===== config.mk =====
export PLATFORM = sky130hd
export DESIGN_NAME = nvm_program_action_control
export DESIGN_NICKNAME = d
export VERILOG_FILES = /design/src/common/nvm_prog_pkg.sv /design/src/hdl/ecc_block_gen.sv /design/src/hdl/nvm_program_action_control.sv
export SDC_FILE = /design/constraint.sdc
export NUM_CORES = 1
export LEC_CHECK = 0
export BUFFER_PORTS_ARGS = -buffer_cell sky130_fd_sc_hd__buf_2
export CAP_MARGIN = 10
export CORE_UTILIZATION = 49
export CTS_CLUSTER_DIAMETER = 80
export DETAILED_ROUTE_END_ITERATION = 10
export PLACE_DENSITY = 0.77
export SYNTH_ARGS = -nofsm -noshare
export SYNTH_HDL_FRONTEND = slang
export SYNTH_SLANG_ARGS = --single-unit

===== constraint.sdc =====
create_clock -name clock -period 2.5 [get_ports clock]
set_input_delay 0.5 -clock clock [delete_from_list [all_inputs] [get_ports clock]]
set_output_delay 0.5 -clock clock [all_outputs]
set_load 0.01 [all_outputs]

===== src/common/nvm_prog_pkg.sv =====
// Purpose: Shared constants for the memory programming sequencer
// Assumes: 32-bit AXI4-Lite register bus, 4-word blocks
// Notes:   Offsets, field positions, command codes and state codes
package nvm_prog_pkg;

    // ****************************************************************
    // Bus map
    // ****************************************************************
    localparam logic [31:0] SEQ_STATUS_OFFSET = 32'h0000_0000; // Sequencer state, read only
    localparam logic [31:0] PROG_CTRL_OFFSET  = 32'h0000_0004; // programming_control
    localparam int          MEM_SEL_HI        = 31;            // Memory window select field
    localparam int          MEM_SEL_LO        = 16;
    localparam logic [15:0] MEM_SEL_VALUE     = 16'h0001;      // Window at 0x0001_0000
    localparam int          WORD_IDX_HI       = 3;             // Word index inside a block
    localparam int          WORD_IDX_LO       = 2;
    localparam int          BLOCK_WORDS       = 4;
    localparam int          DATA_W            = 32;
    localparam int          BLOCK_W           = BLOCK_WORDS * DATA_W;
    localparam int          ECC_W             = 8;

    // ****************************************************************
    // programming_control fields
    // ****************************************************************
    localparam int VERIFY_HI       = 7;
    localparam int VERIFY_LO       = 6;
    localparam int ONESHOT_HI      = 5;
    localparam int ONESHOT_LO      = 4;
    localparam int OPERATION_TYPE_HI       = 3;
    localparam int OPERATION_TYPE_LO       = 0;
    localparam int CLR_VERIFY_ERROR_COUNT_BIT    = 12;
    localparam int CLR_ECC_BIT     = 13;
    localparam logic [7:0] ACTION_RESET = 8'h00;

    // Operation type, one-shot and verify codes
    localparam logic [3:0] OPERATION_TYPE_IDLE   = 4'h0;
    localparam logic [3:0] OPERATION_TYPE_WRITE  = 4'h1;
    localparam logic [3:0] OPERATION_TYPE_ERASE  = 4'h2;
    localparam logic [1:0] ONESHOT_ONCE  = 2'h1;
    localparam logic [1:0] VERIFY_AUTO   = 2'h1;
    localparam logic [1:0] VERIFY_NONE   = 2'h2;
    localparam logic [1:0] VERIFY_ARRAY  = 2'h3;

    // Accepted command values; any other value reads as idle
    localparam logic [7:0] ACT_IDLE      = 8'h00;
    localparam logic [7:0] ACT_WR_ONE_V  = 8'h51;
    localparam logic [7:0] ACT_WR_ONE    = 8'h91;
    localparam logic [7:0] ACT_WR_CONT_V = 8'h61;
    localparam logic [7:0] ACT_WR_CONT   = 8'hA1;
    localparam logic [7:0] ACT_ERASE_ONE = 8'h92;
    localparam logic [7:0] ACT_VFY_ONE   = 8'hD0;
    localparam logic [7:0] ACT_VFY_CONT  = 8'hE0;

    // Bus responses
    localparam logic [1:0] RESP_OKAY   = 2'h0;
    localparam logic [1:0] RESP_SLVERR = 2'h2;

    // Sequencer states
    typedef enum logic [1:0] {
        SEQ_IDLE   = 2'b00,
        SEQ_LAUNCH = 2'b01,
        SEQ_RUN    = 2'b10
    } seq_state_t;

endpackage


===== src/hdl/ecc_block_gen.sv =====
// Purpose: Check-bit generator for one programming block
// Assumes: Purely combinational, fed from registered block data
// Notes:   Hamming positions over the data plus one overall parity bit
`timescale 1ns/1ps
module ecc_block_gen #(
    parameter int DATA_BITS = 128,
    parameter int CHECK_BITS = 8
) (
    input  wire logic [DATA_BITS-1:0]  data,  // Block data
    output logic      [CHECK_BITS-1:0] check  // Generated check bits
);

    // ****************************************************************
    // Check bit computation
    // ****************************************************************
    // Each check bit below the top one covers the data positions whose 1-based index has its bit set
    always_comb begin
        logic acc;
        acc   = 1'b0;
        check = '0;
        for (int i = 0; i < CHECK_BITS - 1; i++) begin
            acc = 1'b0;
            for (int j = 0; j < DATA_BITS; j++) begin
                if ((((j + 1) >> i) & 1) != 0) begin
                    acc = acc ^ data[j];
                end
            end
            check[i] = acc;
        end
        check[CHECK_BITS-1] = ^data; // Overall parity catches double errors
    end

endmodule


===== src/hdl/nvm_program_action_control.sv =====
// What this block does
// - Command splits into verify, one-shot, type
// - Type 0 idle/verify, 1 write, 2 erase
// - One-shot command returns idle after operation
// - Verify codes: 01 auto, 10 none, 11 array
// - Undefined command reads idle; 00 exits mode
// - 51h arms one-shot write with verify
// - Memory-range write supplies address and starts
// - New command accepted only from idle
// - Same value keeps, different value clears
// - Verify needs full block including ECC
// - Device generates block ECC on write
// - Auto verify uses both hardread levels
// - Array verify samples configured level at start
// - Busy rises only after trigger transfer
// - Completion shown by busy low and interrupt
// - Sleep forces command back to idle
// - Bit 13 clears ECC and protocol flags
// - Bit 12 clears verify error field
// - Reserved bits read zero
// - 61h/A1h continuous write, 00 ends it
// - Writes and memory accesses stall while busy
// - Entering write or verify clears verify errors
//
// Purpose: Arms and launches write, erase and verify operations of the array
// Assumes: Array core and status register live outside, on the same clock
// Notes:   One AXI4-Lite port serves both the registers and the memory window
`timescale 1ns/1ps
module nvm_program_action_control (
    input  wire logic        clock,          // 200 MHz system clock
    input  wire logic        rst,            // Synchronous reset, active high
    input  wire logic        s_axi_awvalid,  // Write address valid
    output logic             s_axi_awready,  // Write address ready
    input  wire logic [31:0] s_axi_awaddr,   // Write address
    input  wire logic [2:0]  s_axi_awprot,   // Write protection, unused
    input  wire logic        s_axi_wvalid,   // Write data valid
    output logic             s_axi_wready,   // Write data ready
    input  wire logic [31:0] s_axi_wdata,    // Write data
    input  wire logic [3:0]  s_axi_wstrb,    // Write byte strobes
    output logic             s_axi_bvalid,   // Write response valid
    input  wire logic        s_axi_bready,   // Write response ready
    output logic [1:0]       s_axi_bresp,    // Write response
    input  wire logic        s_axi_arvalid,  // Read address valid
    output logic             s_axi_arready,  // Read address ready
    input  wire logic [31:0] s_axi_araddr,   // Read address
    input  wire logic [2:0]  s_axi_arprot,   // Read protection, unused
    output logic             s_axi_rvalid,   // Read data valid
    input  wire logic        s_axi_rready,   // Read data ready
    output logic [31:0]      s_axi_rdata,    // Read data
    output logic [1:0]       s_axi_rresp,    // Read response
    input  wire logic        sleepMode,      // Memory in sleep mode
    input  wire logic [1:0]  hardreadLevel,  // Configured single hardread level
    input  wire logic        intEnable,      // Ready interrupt enable
    input  wire logic        opDone,         // Array core finished the operation
    output logic             busy,           // Sequence in progress
    output logic             readyIrq,       // One-cycle completion interrupt
    output logic             opStart,        // One-cycle launch pulse
    output logic [3:0]       operationType,  // Launched operation type
    output logic [1:0]       opVerify,       // Launched verify selection
    output logic [1:0]       hardreadSel,    // Level for array verify
    output logic [31:0]      opAddr,         // Target address
    output logic [127:0]     blockData,      // Block data for write or verify
    output logic [7:0]       blockEcc,       // Check bits of the block
    output logic             clearVerifyErr, // Clears verify_error_count
    output logic             clearEccFlags   // Clears ECC and protocol flags
);

    // ****************************************************************
    // State
    // ****************************************************************
    typedef struct packed {
        nvm_prog_pkg::seq_state_t seq;
        logic [7:0]   action;
        logic         clrEccTrig;
        logic         clrVerrTrig;
        logic         verrEntry;
        logic [1:0]   wordCnt;
        logic [127:0] block;
        logic [31:0]  addr;
        logic [3:0]   operation_type;
        logic [1:0]   verify;
        logic         oneShot;
        logic [1:0]   level;
        logic [7:0]   ecc;
        logic         start;
        logic         irq;
        logic         awHeld;
        logic [31:0]  awAddr;
        logic         wHeld;
        logic [31:0]  wData;
        logic [3:0]   wStrb;
        logic         bValid;
        logic [1:0]   bResp;
        logic         rValid;
        logic [31:0]  rData;
        logic [1:0]   rResp;
    } ctrl_state_t;

    ctrl_state_t s_r;
    ctrl_state_t s_nxt;
    logic [7:0]  eccNow;

    // ****************************************************************
    // Helpers
    // ****************************************************************
    // Only the listed command values arm anything
    function automatic logic actionLegal(input logic [7:0] v);
        logic ok;
        ok = 1'b0;
        case (v)
            nvm_prog_pkg::ACT_WR_ONE_V,
            nvm_prog_pkg::ACT_WR_ONE,
            nvm_prog_pkg::ACT_WR_CONT_V,
            nvm_prog_pkg::ACT_WR_CONT,
            nvm_prog_pkg::ACT_ERASE_ONE,
            nvm_prog_pkg::ACT_VFY_ONE,
            nvm_prog_pkg::ACT_VFY_CONT: ok = 1'b1;
            default: ok = 1'b0;
        endcase
        return ok;
    endfunction

    function automatic logic isCtrl(input logic [31:0] a);
        return a[31:2] == nvm_prog_pkg::PROG_CTRL_OFFSET[31:2];
    endfunction

    function automatic logic isStatus(input logic [31:0] a);
        return a[31:2] == nvm_prog_pkg::SEQ_STATUS_OFFSET[31:2];
    endfunction

    function automatic logic isMem(input logic [31:0] a);
        return a[nvm_prog_pkg::MEM_SEL_HI:nvm_prog_pkg::MEM_SEL_LO]
               == nvm_prog_pkg::MEM_SEL_VALUE;
    endfunction

    // ****************************************************************
    // Check bits of the captured block
    // ****************************************************************
    ecc_block_gen #(
        .DATA_BITS  (nvm_prog_pkg::BLOCK_W),
        .CHECK_BITS (nvm_prog_pkg::ECC_W)
    ) u_ecc (
        .data  (s_r.block),
        .check (eccNow)
    );

    // ****************************************************************
    // Bus handshakes
    // ****************************************************************
    // Memory reads wait while an operation runs; register reads wait only for a pending read response
    always_comb begin
        s_axi_awready = !s_r.awHeld;
        s_axi_wready  = !s_r.wHeld;
        s_axi_arready = !s_r.rValid &&
                        !(isMem(s_axi_araddr) && s_r.seq != nvm_prog_pkg::SEQ_IDLE);
    end

    // ****************************************************************
    // Next state
    // ****************************************************************
    always_comb begin
        logic        doWrite;
        logic [7:0]  newAct;
        logic [31:0] rd;
        doWrite = 1'b0;
        newAct  = 8'h00;
        rd      = 32'h0000_0000;
        s_nxt   = s_r;

        // Pulses and trigger bits last one cycle only
        s_nxt.start       = 1'b0;
        s_nxt.irq         = 1'b0;
        s_nxt.verrEntry   = 1'b0;
        s_nxt.clrEccTrig  = 1'b0;
        s_nxt.clrVerrTrig = 1'b0;

        // Address and data may arrive in either order
        if (s_axi_awvalid && !s_r.awHeld) begin
            s_nxt.awHeld = 1'b1;
            s_nxt.awAddr = s_axi_awaddr;
        end
        if (s_axi_wvalid && !s_r.wHeld) begin
            s_nxt.wHeld = 1'b1;
            s_nxt.wData = s_axi_wdata;
            s_nxt.wStrb = s_axi_wstrb;
        end
        if (s_r.bValid && s_axi_bready) begin
            s_nxt.bValid = 1'b0;
        end
        if (s_r.rValid && s_axi_rready) begin
            s_nxt.rValid = 1'b0;
        end

        // Register reads; reserved bits stay zero
        if (s_axi_arvalid && s_axi_arready) begin
            s_nxt.rValid = 1'b1;
            s_nxt.rResp  = nvm_prog_pkg::RESP_OKAY;
            if (isCtrl(s_axi_araddr)) begin
                rd[7:0] = s_r.action;
                rd[nvm_prog_pkg::CLR_VERIFY_ERROR_COUNT_BIT] = s_r.clrVerrTrig;
                rd[nvm_prog_pkg::CLR_ECC_BIT]  = s_r.clrEccTrig;
            end else if (isStatus(s_axi_araddr)) begin
                rd[0]   = (s_r.seq != nvm_prog_pkg::SEQ_IDLE);
                rd[1]   = (s_r.action != nvm_prog_pkg::ACT_IDLE);
                rd[3:2] = s_r.wordCnt;
            end else if (!isMem(s_axi_araddr)) begin
                s_nxt.rResp = nvm_prog_pkg::RESP_SLVERR;
            end
            s_nxt.rData = rd;
        end

        // A write completes only when the sequencer is idle
        doWrite = s_r.awHeld && s_r.wHeld && !s_r.bValid &&
                  (s_r.seq == nvm_prog_pkg::SEQ_IDLE);
        if (doWrite) begin
            s_nxt.awHeld = 1'b0;
            s_nxt.wHeld  = 1'b0;
            s_nxt.bValid = 1'b1;
            s_nxt.bResp  = nvm_prog_pkg::RESP_OKAY;
            if (isCtrl(s_r.awAddr)) begin
                if (s_r.wStrb[0]) begin
                    if (s_r.action == nvm_prog_pkg::ACT_IDLE) begin
                        // Undefined values fall back to idle
                        newAct = actionLegal(s_r.wData[7:0]) ?
                                 s_r.wData[7:0] : nvm_prog_pkg::ACT_IDLE;
                        if (newAct[nvm_prog_pkg::OPERATION_TYPE_HI:nvm_prog_pkg::OPERATION_TYPE_LO]
                                == nvm_prog_pkg::OPERATION_TYPE_WRITE ||
                            newAct[nvm_prog_pkg::VERIFY_HI:nvm_prog_pkg::VERIFY_LO]
                                == nvm_prog_pkg::VERIFY_ARRAY) begin
                            s_nxt.verrEntry = 1'b1;
                        end
                    end else if (s_r.wData[7:0] == s_r.action) begin
                        newAct = s_r.action;
                    end else begin
                        newAct = nvm_prog_pkg::ACT_IDLE;
                    end
                    s_nxt.action  = newAct;
                    s_nxt.wordCnt = 2'h0; // Partial block is dropped on any write to the command byte
                end
                if (s_r.wStrb[1]) begin
                    s_nxt.clrEccTrig  = s_r.wData[nvm_prog_pkg::CLR_ECC_BIT];
                    s_nxt.clrVerrTrig = s_r.wData[nvm_prog_pkg::CLR_VERIFY_ERROR_COUNT_BIT];
                end
            end else if (isMem(s_r.awAddr)) begin
                if (s_r.action == nvm_prog_pkg::ACT_IDLE) begin
                    s_nxt.wordCnt = 2'h0;
                end else if (s_r.action[nvm_prog_pkg::OPERATION_TYPE_HI:nvm_prog_pkg::OPERATION_TYPE_LO]
                             == nvm_prog_pkg::OPERATION_TYPE_ERASE) begin
                    // Any word inside the page triggers the erase
                    s_nxt.addr = s_r.awAddr;
                    s_nxt.seq  = nvm_prog_pkg::SEQ_LAUNCH;
                end else begin
                    // Writes and verifies need the whole block first
                    s_nxt.block[s_r.awAddr[nvm_prog_pkg::WORD_IDX_HI:nvm_prog_pkg::WORD_IDX_LO]
                                * nvm_prog_pkg::DATA_W +: nvm_prog_pkg::DATA_W] = s_r.wData;
                    s_nxt.wordCnt = s_r.wordCnt + 2'h1;
                    if (s_r.wordCnt == 2'(nvm_prog_pkg::BLOCK_WORDS - 1)) begin
                        s_nxt.addr = {s_r.awAddr[31:4], 4'h0};
                        s_nxt.seq  = nvm_prog_pkg::SEQ_LAUNCH;
                    end
                end
            end else if (!isStatus(s_r.awAddr)) begin
                s_nxt.bResp = nvm_prog_pkg::RESP_SLVERR;
            end
        end

        // Sequencer: busy appears only once the transfer is complete
        case (s_r.seq)
            nvm_prog_pkg::SEQ_IDLE: begin
                s_nxt.seq = s_nxt.seq;
            end
            nvm_prog_pkg::SEQ_LAUNCH: begin
                s_nxt.start   = 1'b1;
                s_nxt.operation_type  = s_r.action[nvm_prog_pkg::OPERATION_TYPE_HI:nvm_prog_pkg::OPERATION_TYPE_LO];
                s_nxt.verify  = s_r.action[nvm_prog_pkg::VERIFY_HI:nvm_prog_pkg::VERIFY_LO];
                s_nxt.oneShot = s_r.action[nvm_prog_pkg::ONESHOT_HI:nvm_prog_pkg::ONESHOT_LO]
                                == nvm_prog_pkg::ONESHOT_ONCE;
                s_nxt.level   = hardreadLevel;
                s_nxt.ecc     = eccNow;
                s_nxt.seq     = nvm_prog_pkg::SEQ_RUN;
            end
            nvm_prog_pkg::SEQ_RUN: begin
                if (opDone) begin
                    s_nxt.seq = nvm_prog_pkg::SEQ_IDLE;
                    s_nxt.irq = intEnable;
                    if (s_r.oneShot) begin
                        s_nxt.action = nvm_prog_pkg::ACT_IDLE;
                    end
                end
            end
            default: begin
                s_nxt.seq = nvm_prog_pkg::SEQ_IDLE;
            end
        endcase

        // Sleep wins over any command write in the same cycle
        if (sleepMode) begin
            s_nxt.action  = nvm_prog_pkg::ACT_IDLE;
            s_nxt.wordCnt = 2'h0;
        end
    end

    // ****************************************************************
    // State register
    // ****************************************************************
    always_ff @(posedge clock) begin
        if (rst) begin
            s_r        <= '0;
            s_r.seq    <= nvm_prog_pkg::SEQ_IDLE;
            s_r.action <= nvm_prog_pkg::ACTION_RESET;
        end else begin
            s_r <= s_nxt;
        end
    end

    // ****************************************************************
    // Outputs
    // ****************************************************************
    // Auto verify uses both levels; hardreadSel matters for 11 only
    always_comb begin
        s_axi_bvalid   = s_r.bValid;
        s_axi_bresp    = s_r.bResp;
        s_axi_rvalid   = s_r.rValid;
        s_axi_rdata    = s_r.rData;
        s_axi_rresp    = s_r.rResp;
        busy           = (s_r.seq != nvm_prog_pkg::SEQ_IDLE);
        readyIrq       = s_r.irq;
        opStart        = s_r.start;
        operationType  = s_r.operation_type;
        opVerify       = s_r.verify;
        hardreadSel    = s_r.level;
        opAddr         = s_r.addr;
        blockData      = s_r.block;
        blockEcc       = s_r.ecc;
        clearVerifyErr = s_r.clrVerrTrig || s_r.verrEntry;
        clearEccFlags  = s_r.clrEccTrig;
    end

endmodule


==> summary.txt, run 1 <==
Drt
  • First-pass iteration count of the detailed router: 5
  • Detail Route Antenna Nets: 0
  • DR iter-0 viols: 956
  • Drt wl/cell: 19.1 um
  • DRC viols: 0
  • Vias: 12,100
  • Vias/cell: 5.31
  • Final WL: 43,600 um

STA
  • Final setup violation count: 0
  • Final period utilization: a little over nine tenths
  • Fin. max-slew vios: 0
  • Max Fclk: approximately 0.41 GHz
  • Min Tclk post-route: 2.46 ns
  • Clock Skew: 0.0212 ns
  • Fin Setup TNS: 0 ns
  • RSZ-0062 raised after global routing: no
  • Slew margin rel.: 49.2%
  • Slew at the pin closest to its max-slew limit: 0.762 ns
  • Final worst slack: 0.0437 ns
  • Final hold vios: 0

Cells and area
  • Number of nets in the layout: ~2,000
  • Layout cells sized above 1: between 20% and 30%
  • Area Overhead vs Synth: 15.6%
  • Multi-input logic area: 6980 um2
  • Fillcell total: around 2,600
  • Seq. cell area: 5530 um2
  • Fin util: around 58%

Yosys
  • Cell with the most instances after synthesis: nand2_1
  • Synth area leaders: dfxtp_1 (39%), xnor2_1 (12%), buf_4 (11%)
  • Async set or reset register ratio after synthesis: 0%
  • Ys flop type: dfxtp_1
  • Synth cell types: 46
  • Area leader, netlist: dfxtp_1
  • YS warnings: 0
  • Mapped cell area: between 10,000 and 15,000 um2
  • Mapped Cells: 1,728
  • Most common library cells after synthesis: nand2_1 (337), dfxtp_1 (276), a21oi_1 (244), buf_4 (212), xnor2_1 (196)
  • Sequential area share after synthesis: 38.6%
  • #FFs+latches synth: ~280
  • Synth top area share: 38.6%
  • Mean Syn Cell Area: 8.28 um2
  • Post-synth EDFFs: 0

Critical path
  • Worst r2r dst: blockEcc[1]
  • Critical Path Max Stage Delay: roughly 0.5 ns
  • Worst path cell trace: xnor2_1 -> xnor3_1 -> xnor2_2 -> xnor3_1 -> xnor2_2 -> xnor2_2 -> a211oi_1
  • Required @ worst endpoint: 2.97 ns
  • Most used cell, CP: xnor2_2
  • Flop-to-flop setup slack: 0.04 ns
  • Critical path arrival: approximately 2.9 ns
  • CP max FO: 4
  • CP bufs+invs: 0
  • Family with the most delay on the worst path: XOR/XNOR gates
  • CP max stage cell: xnor3_1
  • Crit path capture type: flip-flop
  • Setup crit start kind: flip-flop
  • Path depth of the worst reg2reg path: 7
  • Critical path type: flip-flop to flip-flop

Floorplanning
  • Die W: around 170 um
  • Initial core utilization: between 40 and 50%
  • Io pins: 340
  • Die ar.: 29,900 um2
  • Die height: 173 um
  • FP Rows: 62
  • Core area: 28,700 um2

Hold path
  • HP Class: primary input to flip-flop
  • Hold Path Stages: 2
  • Hold path endpoint: s_r[288]
  • HP Start: sleepMode

Power and ir drop
  • Leak Pwr: slightly below 7 nW
  • Power per cell area: 616 nW/um2
  • Total power: 10.2 mW
  • Worst VDD drop: 0.000663 V

Clock network
  • Root Buffer: clkbuf_16
  • Clock Tree Buf Depth: 3
  • Clock H-tree levels: 1
  • Clk slew on worst S/H paths: 0.07 ns
  • Clock sink total: about 280
  • Number of buffers created by CTS: 30
  • Clk_lat worst skew: 0.56 ns
  • CTS tree: built

Run status
  • Outcome: finished, final reports clean

Placed design
  • Detailed placer's ending HPWL: about 32,000 um
  • Worst slack at placement: -0.0209 ns
  • PortBufs: 305
  • GPL Wtd Cong: 0.913

Global route
  • Global-route wire length before repair: 65,600 um
  • Remaining Overflow, GRT: 0
  • GR Util All Layers: between 20 and 30%
  • Largest net degree at the start of global routing: 155
  • Initial antenna violation count: 2
  • Vias in the first global route: 11,500

Run
  • Max-Cap Viols: 0
[cells in the final DEF (no fill, tap or decap), types with 3 or more instances in the layout]
cell type,count
nor3b_1,3
xnor2_1,187
xnor2_2,11
inv_1,5
and2_1,22
buf_4,95
buf_2,304
clkbuf_16,31
nor2_1,31
nand2_1,337
dfxtp_1,270
ha_1,7
nand2b_1,7
nor2b_2,3
buf_12,7
xor2_1,26
bufinv_16,8
clkbuf_8,7
nor3_2,3
xnor3_2,6
nand3_1,144
o21ai_0,3
conb_1,24
and2_0,4
nand3b_1,3
a21oi_1,244
nor3_1,14
xor2_2,3
clkbuf_1,4
xnor3_1,19
dfxtp_2,6
a211oi_1,8
nor3b_2,3
nand4_1,5
nor4_1,11
[routing by layer]
metal,vias up,track usage [%],share of wire [%]
li1,5724,-,-
met1,5645,34.4,38
met2,625,47.1,47
met3,117,6.22,9.7
met4,0,13.1,4.7
met5,-,0,0
[final cells by class]
cell class,instances,share of cell area (%)
Antenna cell,2,0.0303
Tap cell,384,2.90
Timing Repair Buffer,407,14.4
Multi-Input combinational cell,1153,42.2
Clock inverter,11,1.57
Sequential cell,276,33.4
Inverter,5,0.113
Clock buffer,42,5.36
[worst max-delay path by stage]
| stage | startpoint | end | slack [ns] | cells after the start |
|---|---|---|---|---|
| floorplan | flip-flop | blockEcc[7] | 0.0005 | 7 |
| global route | flip-flop | blockEcc[7] | 0.0007 | 8 |
| detailed placement | flip-flop | blockEcc[7] | -0.02 | 7 |
| global placement | flip-flop | blockEcc[7] | 0.01 | 7 |
| finish | flip-flop | blockEcc[1] | 0.04 | 7 |
| CTS | flip-flop | blockEcc[7] | -0.006 | 7 |
[worst reg2reg max path: cells and delay by family, from the launching register on]
family	cells	cell delay (ns)
AOI/OAI and AO/OA	1	0.25
xor gates and xnor gates	6	1.78
DFF	1	0.35
[power by group]
group	switching [mW]	internal [mW]
Combinational	0.338	0.192
Clock	1.82	3.27
Sequential	0.106	4.47
[repair_timing]
action | 4_1_cts | 5_1_grt
endpoints found under the setup margin | 3 | 98
endpoints found under the hold margin | 0 | 0
hold buffers | 0 | 0
pin swaps | 2 | 7
resized for setup | 3 | 19
setup buffers | 0 | 2
[kinds of logic after synthesis]
kind of cell / after synthesis / synth area share [%]
XOR/XNOR: 252 / 18.0
AND/OR/NAND/NOR: 604 / 18.9
other: 1 / 0.0262
multiplexers: 4 / 0.297
adder cells (fa/ha/maj): 7 / 0.612
buffers and inverters: 322 / 14.1
AO/OA/AOI/OAI: 262 / 9.47
flip-flops: 276 / 38.6
[through the flow]
stage               instance area (um2)  hold slack [ns]  cells
floorplan                         14400            0.431   1751
global placement                  15300            0.436   2223
detailed placement                15300            0.441   2223
CTS                               16400            0.113   2276
global route                      16500            0.130   2280
finish                            16500            0.127   2280
Note: power is estimated with default switching activity, not from simulation.
==> run 2: changes to the inputs <==
--- a/config.mk
+++ b/config.mk
@@ -5,12 +5,13 @@
 export SDC_FILE = /design/constraint.sdc
 export NUM_CORES = 1
 export LEC_CHECK = 0
+export ABC_AREA = 1
 export BUFFER_PORTS_ARGS = -buffer_cell sky130_fd_sc_hd__buf_2
 export CAP_MARGIN = 10
-export CORE_UTILIZATION = 49
+export CORE_UTILIZATION = 55
 export CTS_CLUSTER_DIAMETER = 80
 export DETAILED_ROUTE_END_ITERATION = 10
-export PLACE_DENSITY = 0.77
+export PLACE_DENSITY = 0.79
 export SYNTH_ARGS = -nofsm -noshare
 export SYNTH_HDL_FRONTEND = slang
 export SYNTH_SLANG_ARGS = --single-unit
==> constraint.sdc (replaced) <==
create_clock -name clock -period 2.42 [get_ports clock]
set_input_delay 0.484 -clock clock [delete_from_list [all_inputs] [get_ports clock]]
set_output_delay 0.484 -clock clock [all_outputs]
set_load 0.01 [all_outputs]
==> run 2 against run 1 <==
Effect of this change:
- synthesized cell count up 70%
- sequential share of layout area shrank 6.2 points
- clock power is 4.9% higher
- sequential cell count is the same
- core utilization rose by 4.5 points
==> summary.txt, run 2 <==
Run status
  • Outcome: finished, final reports clean

Floorplanning
  • Die height: roughly 180 um
  • Die ar.: 34,100 um2
  • Initial core utilization: 56.2%
  • Core area: ~33,000 um2
  • FP Rows: 66
  • Die W: between 150 and 200 um
  • Io pins: 340

Clock network
  • Root Buffer: clkbuf_16
  • Clk_lat worst skew: 0.59 ns
  • Clock H-tree levels: 1
  • Clk slew on worst S/H paths: 0.06 ns
  • CTS tree: built
  • Clock Tree Buf Depth: 3
  • Number of buffers created by CTS: 31
  • Clock sink total: 276
  • CTS Hold Buffers Added: 0

Yosys
  • Ys flop type: dfxtp_1
  • Post-synth EDFFs: 0
  • Mapped cell area: about 18,000 um2
  • #FFs+latches synth: 276
  • Most common library cells after synthesis: nand2_1 (869), inv_1 (297), nor2_1 (283), dfxtp_1 (276), o21ai_0 (228)
  • Mean Syn Cell Area: 6.25 um2
  • Cell with the most instances after synthesis: nand2_1
  • Synth top area share: 30.1%
  • Synth cell types: 40
  • Sequential area share after synthesis: between 30% and 40%
  • Area leader, netlist: dfxtp_1
  • YS warnings: 0
  • Async set or reset register ratio after synthesis: 0%
  • Mapped Cells: 2,942
  • Synth area leaders: dfxtp_1 (30%), nand2_1 (18%), buf_4 (8.7%)

STA
  • Max Fclk: about 0.44 GHz
  • Final setup violation count: 0
  • Slew at the pin closest to its max-slew limit: 0.782 ns
  • Slew margin rel.: 47.8%
  • Fin. max-slew vios: 0
  • Clock Skew: approximately 0.015 ns
  • Final worst slack: 0.124 ns
  • Min Tclk post-route: 2.30 ns
  • Final period utilization: about 95%
  • Fin Setup TNS: 0 ns
  • Worst hold slack: 0.0954 ns
  • Final hold vios: 0
  • RSZ-0062 raised after global routing: no

Placed design
  • Detailed placer's ending HPWL: roughly 47,000 um
  • PortBufs: 305
  • Worst slack at placement: 0.172 ns
  • GPL Wtd Cong: ~0.96

Drt
  • Met1 Wirelength: 23,500 um
  • Drt wl/cell: ~17 um
  • DRC viols: 0
  • Met3 wire length: roughly 5000 um
  • Met2 WL: 27,700 um
  • DR iter-0 viols: 1,487
  • Vias/cell: 5.34
  • DR top layer: met5
  • First-pass iteration count of the detailed router: 6
  • Final WL: 60,000 um
  • Vias: between 15,000 and 20,000
  • Detail Route Antenna Nets: 0

Global route
  • Largest net degree at the start of global routing: 70
  • Global-route wire length before repair: 90,800 um
  • Vias in the first global route: 17,200
  • GR Util All Layers: 34.4%
  • Initial antenna violation count: 7
  • Remaining Overflow, GRT: 0

Critical path
  • Worst path cell trace: xor2_1 -> xor2_1 -> nand3_1 -> nand2_1 -> nand3_1 -> nand2_1 -> xor2_1 -> nand2_1 -> nand3_1 -> nand2_1 -> inv_1
  • Critical Path Max Stage Delay: approximately 0.5 ns
  • WP depth: 11
  • Path depth of the worst reg2reg path: 11
  • Family with the most delay on the worst path: XOR/XNOR gates
  • Critical path arrival: 2.82 ns
  • Worst r2r dst: blockEcc[2]
  • Critical path type: flip-flop to flip-flop
  • Setup crit start kind: flip-flop
  • CP bufs+invs: 1
  • Crit path capture type: flip-flop
  • Required @ worst endpoint: roughly 3.0 ns
  • Most used cell, CP: nand2_1
  • CP max FO: 4
  • CP max stage cell: dfxtp_1
  • Worst Setup EP: blockEcc[2]
  • Flop-to-flop setup slack: between 0.1 and 0.15 ns

Cells and area
  • Commonest non-fill, non-tap cell in the layout: nand2_1
  • Seq. cell area: between 5000 and 6000 um2
  • Area Overhead vs Synth: 10.6%
  • Multi-input logic area: 9730 um2
  • Number of nets in the layout: roughly 3,200
  • Fillcell total: approximately 3,100
  • Fin util: 62.2%
  • Most frequent cells in the layout: nand2_1 (865), buf_2 (305), inv_1 (296), nor2_1 (281), dfxtp_1 (273)
  • Layout cells sized above 1: 15.2%

Power and ir drop
  • Leak Pwr: 10.3 nW
  • Power per cell area: ~540 nW/um2
  • Total power: about 11 mW
  • Worst VDD drop: 0.000716 V

Run
  • Max-Cap Viols: 0

Hold path
  • HP Class: primary input to flip-flop
[run 2: metrics by stage]
step                instance area, um2  instances
CTS                              20300       3508
finish                           20300       3513
global route                     20300       3509
floorplan                        18500       2965
detailed placement               19100       3450
global placement                 19100       3450
[run 2: report_power, final]
part           switching, mW  internal [mW]
Clock                   2.05           3.29
Sequential            0.0806           4.65
Combinational          0.620          0.296
[run 2: kinds of logic after synthesis]
kind of cell,after synthesis,share of synthesized area (%)
other,1,0.0204
AO/OA/AOI/OAI,439,12.2
buffers and inverters,637,17.6
AND/OR/NAND/NOR,1419,31.9
flip-flops,276,30.1
adder cells (fa/ha/maj),7,0.477
XOR/XNOR,163,7.77
[run 2: worst min-delay path by stage]
stage | from | endpoint | slack (ns) | cells after the start
3_5_place_dp | s_axi_bresp[1] | s_axi_bresp[1] | 0.46 | 2
6_report | opDone | s_r[301] | 0.1 | 2
5_1_grt | opDone | s_r[301] | 0.1 | 2
3_3_place_gp | opAddr[16] | opAddr[16] | 0.45 | 2
4_1_cts | opDone | s_r[301] | 0.08 | 2
2_1_floorplan | opAddr[16] | opAddr[16] | 0.44 | 2
[run 2: area by class of cell]
| cell class | count | area share, % |
|---|---|---|
| Sequential cell | 276 | 27.2 |
| Clock buffer | 42 | 4.31 |
| Antenna cell | 4 | 0.0492 |
| Clock inverter | 16 | 1.37 |
| Timing Repair Buffer | 376 | 10.8 |
| Tap cell | 442 | 2.72 |
| Multi-Input combinational cell | 2052 | 47.9 |
| Inverter | 305 | 5.64 |
[run 2: per-layer routing]
metal,GRT usage [%],up-vias
met5,0.444,-
li1,-,9199
met3,5.82,184
met4,20.2,4
met2,57.5,839
met1,41.5,8531
[run 2: what timing repair did]
item                       in CTS  in global routing
setup endpoints to repair       0                 27
setup buffers                   0                  1
gates resized for setup         0                 14
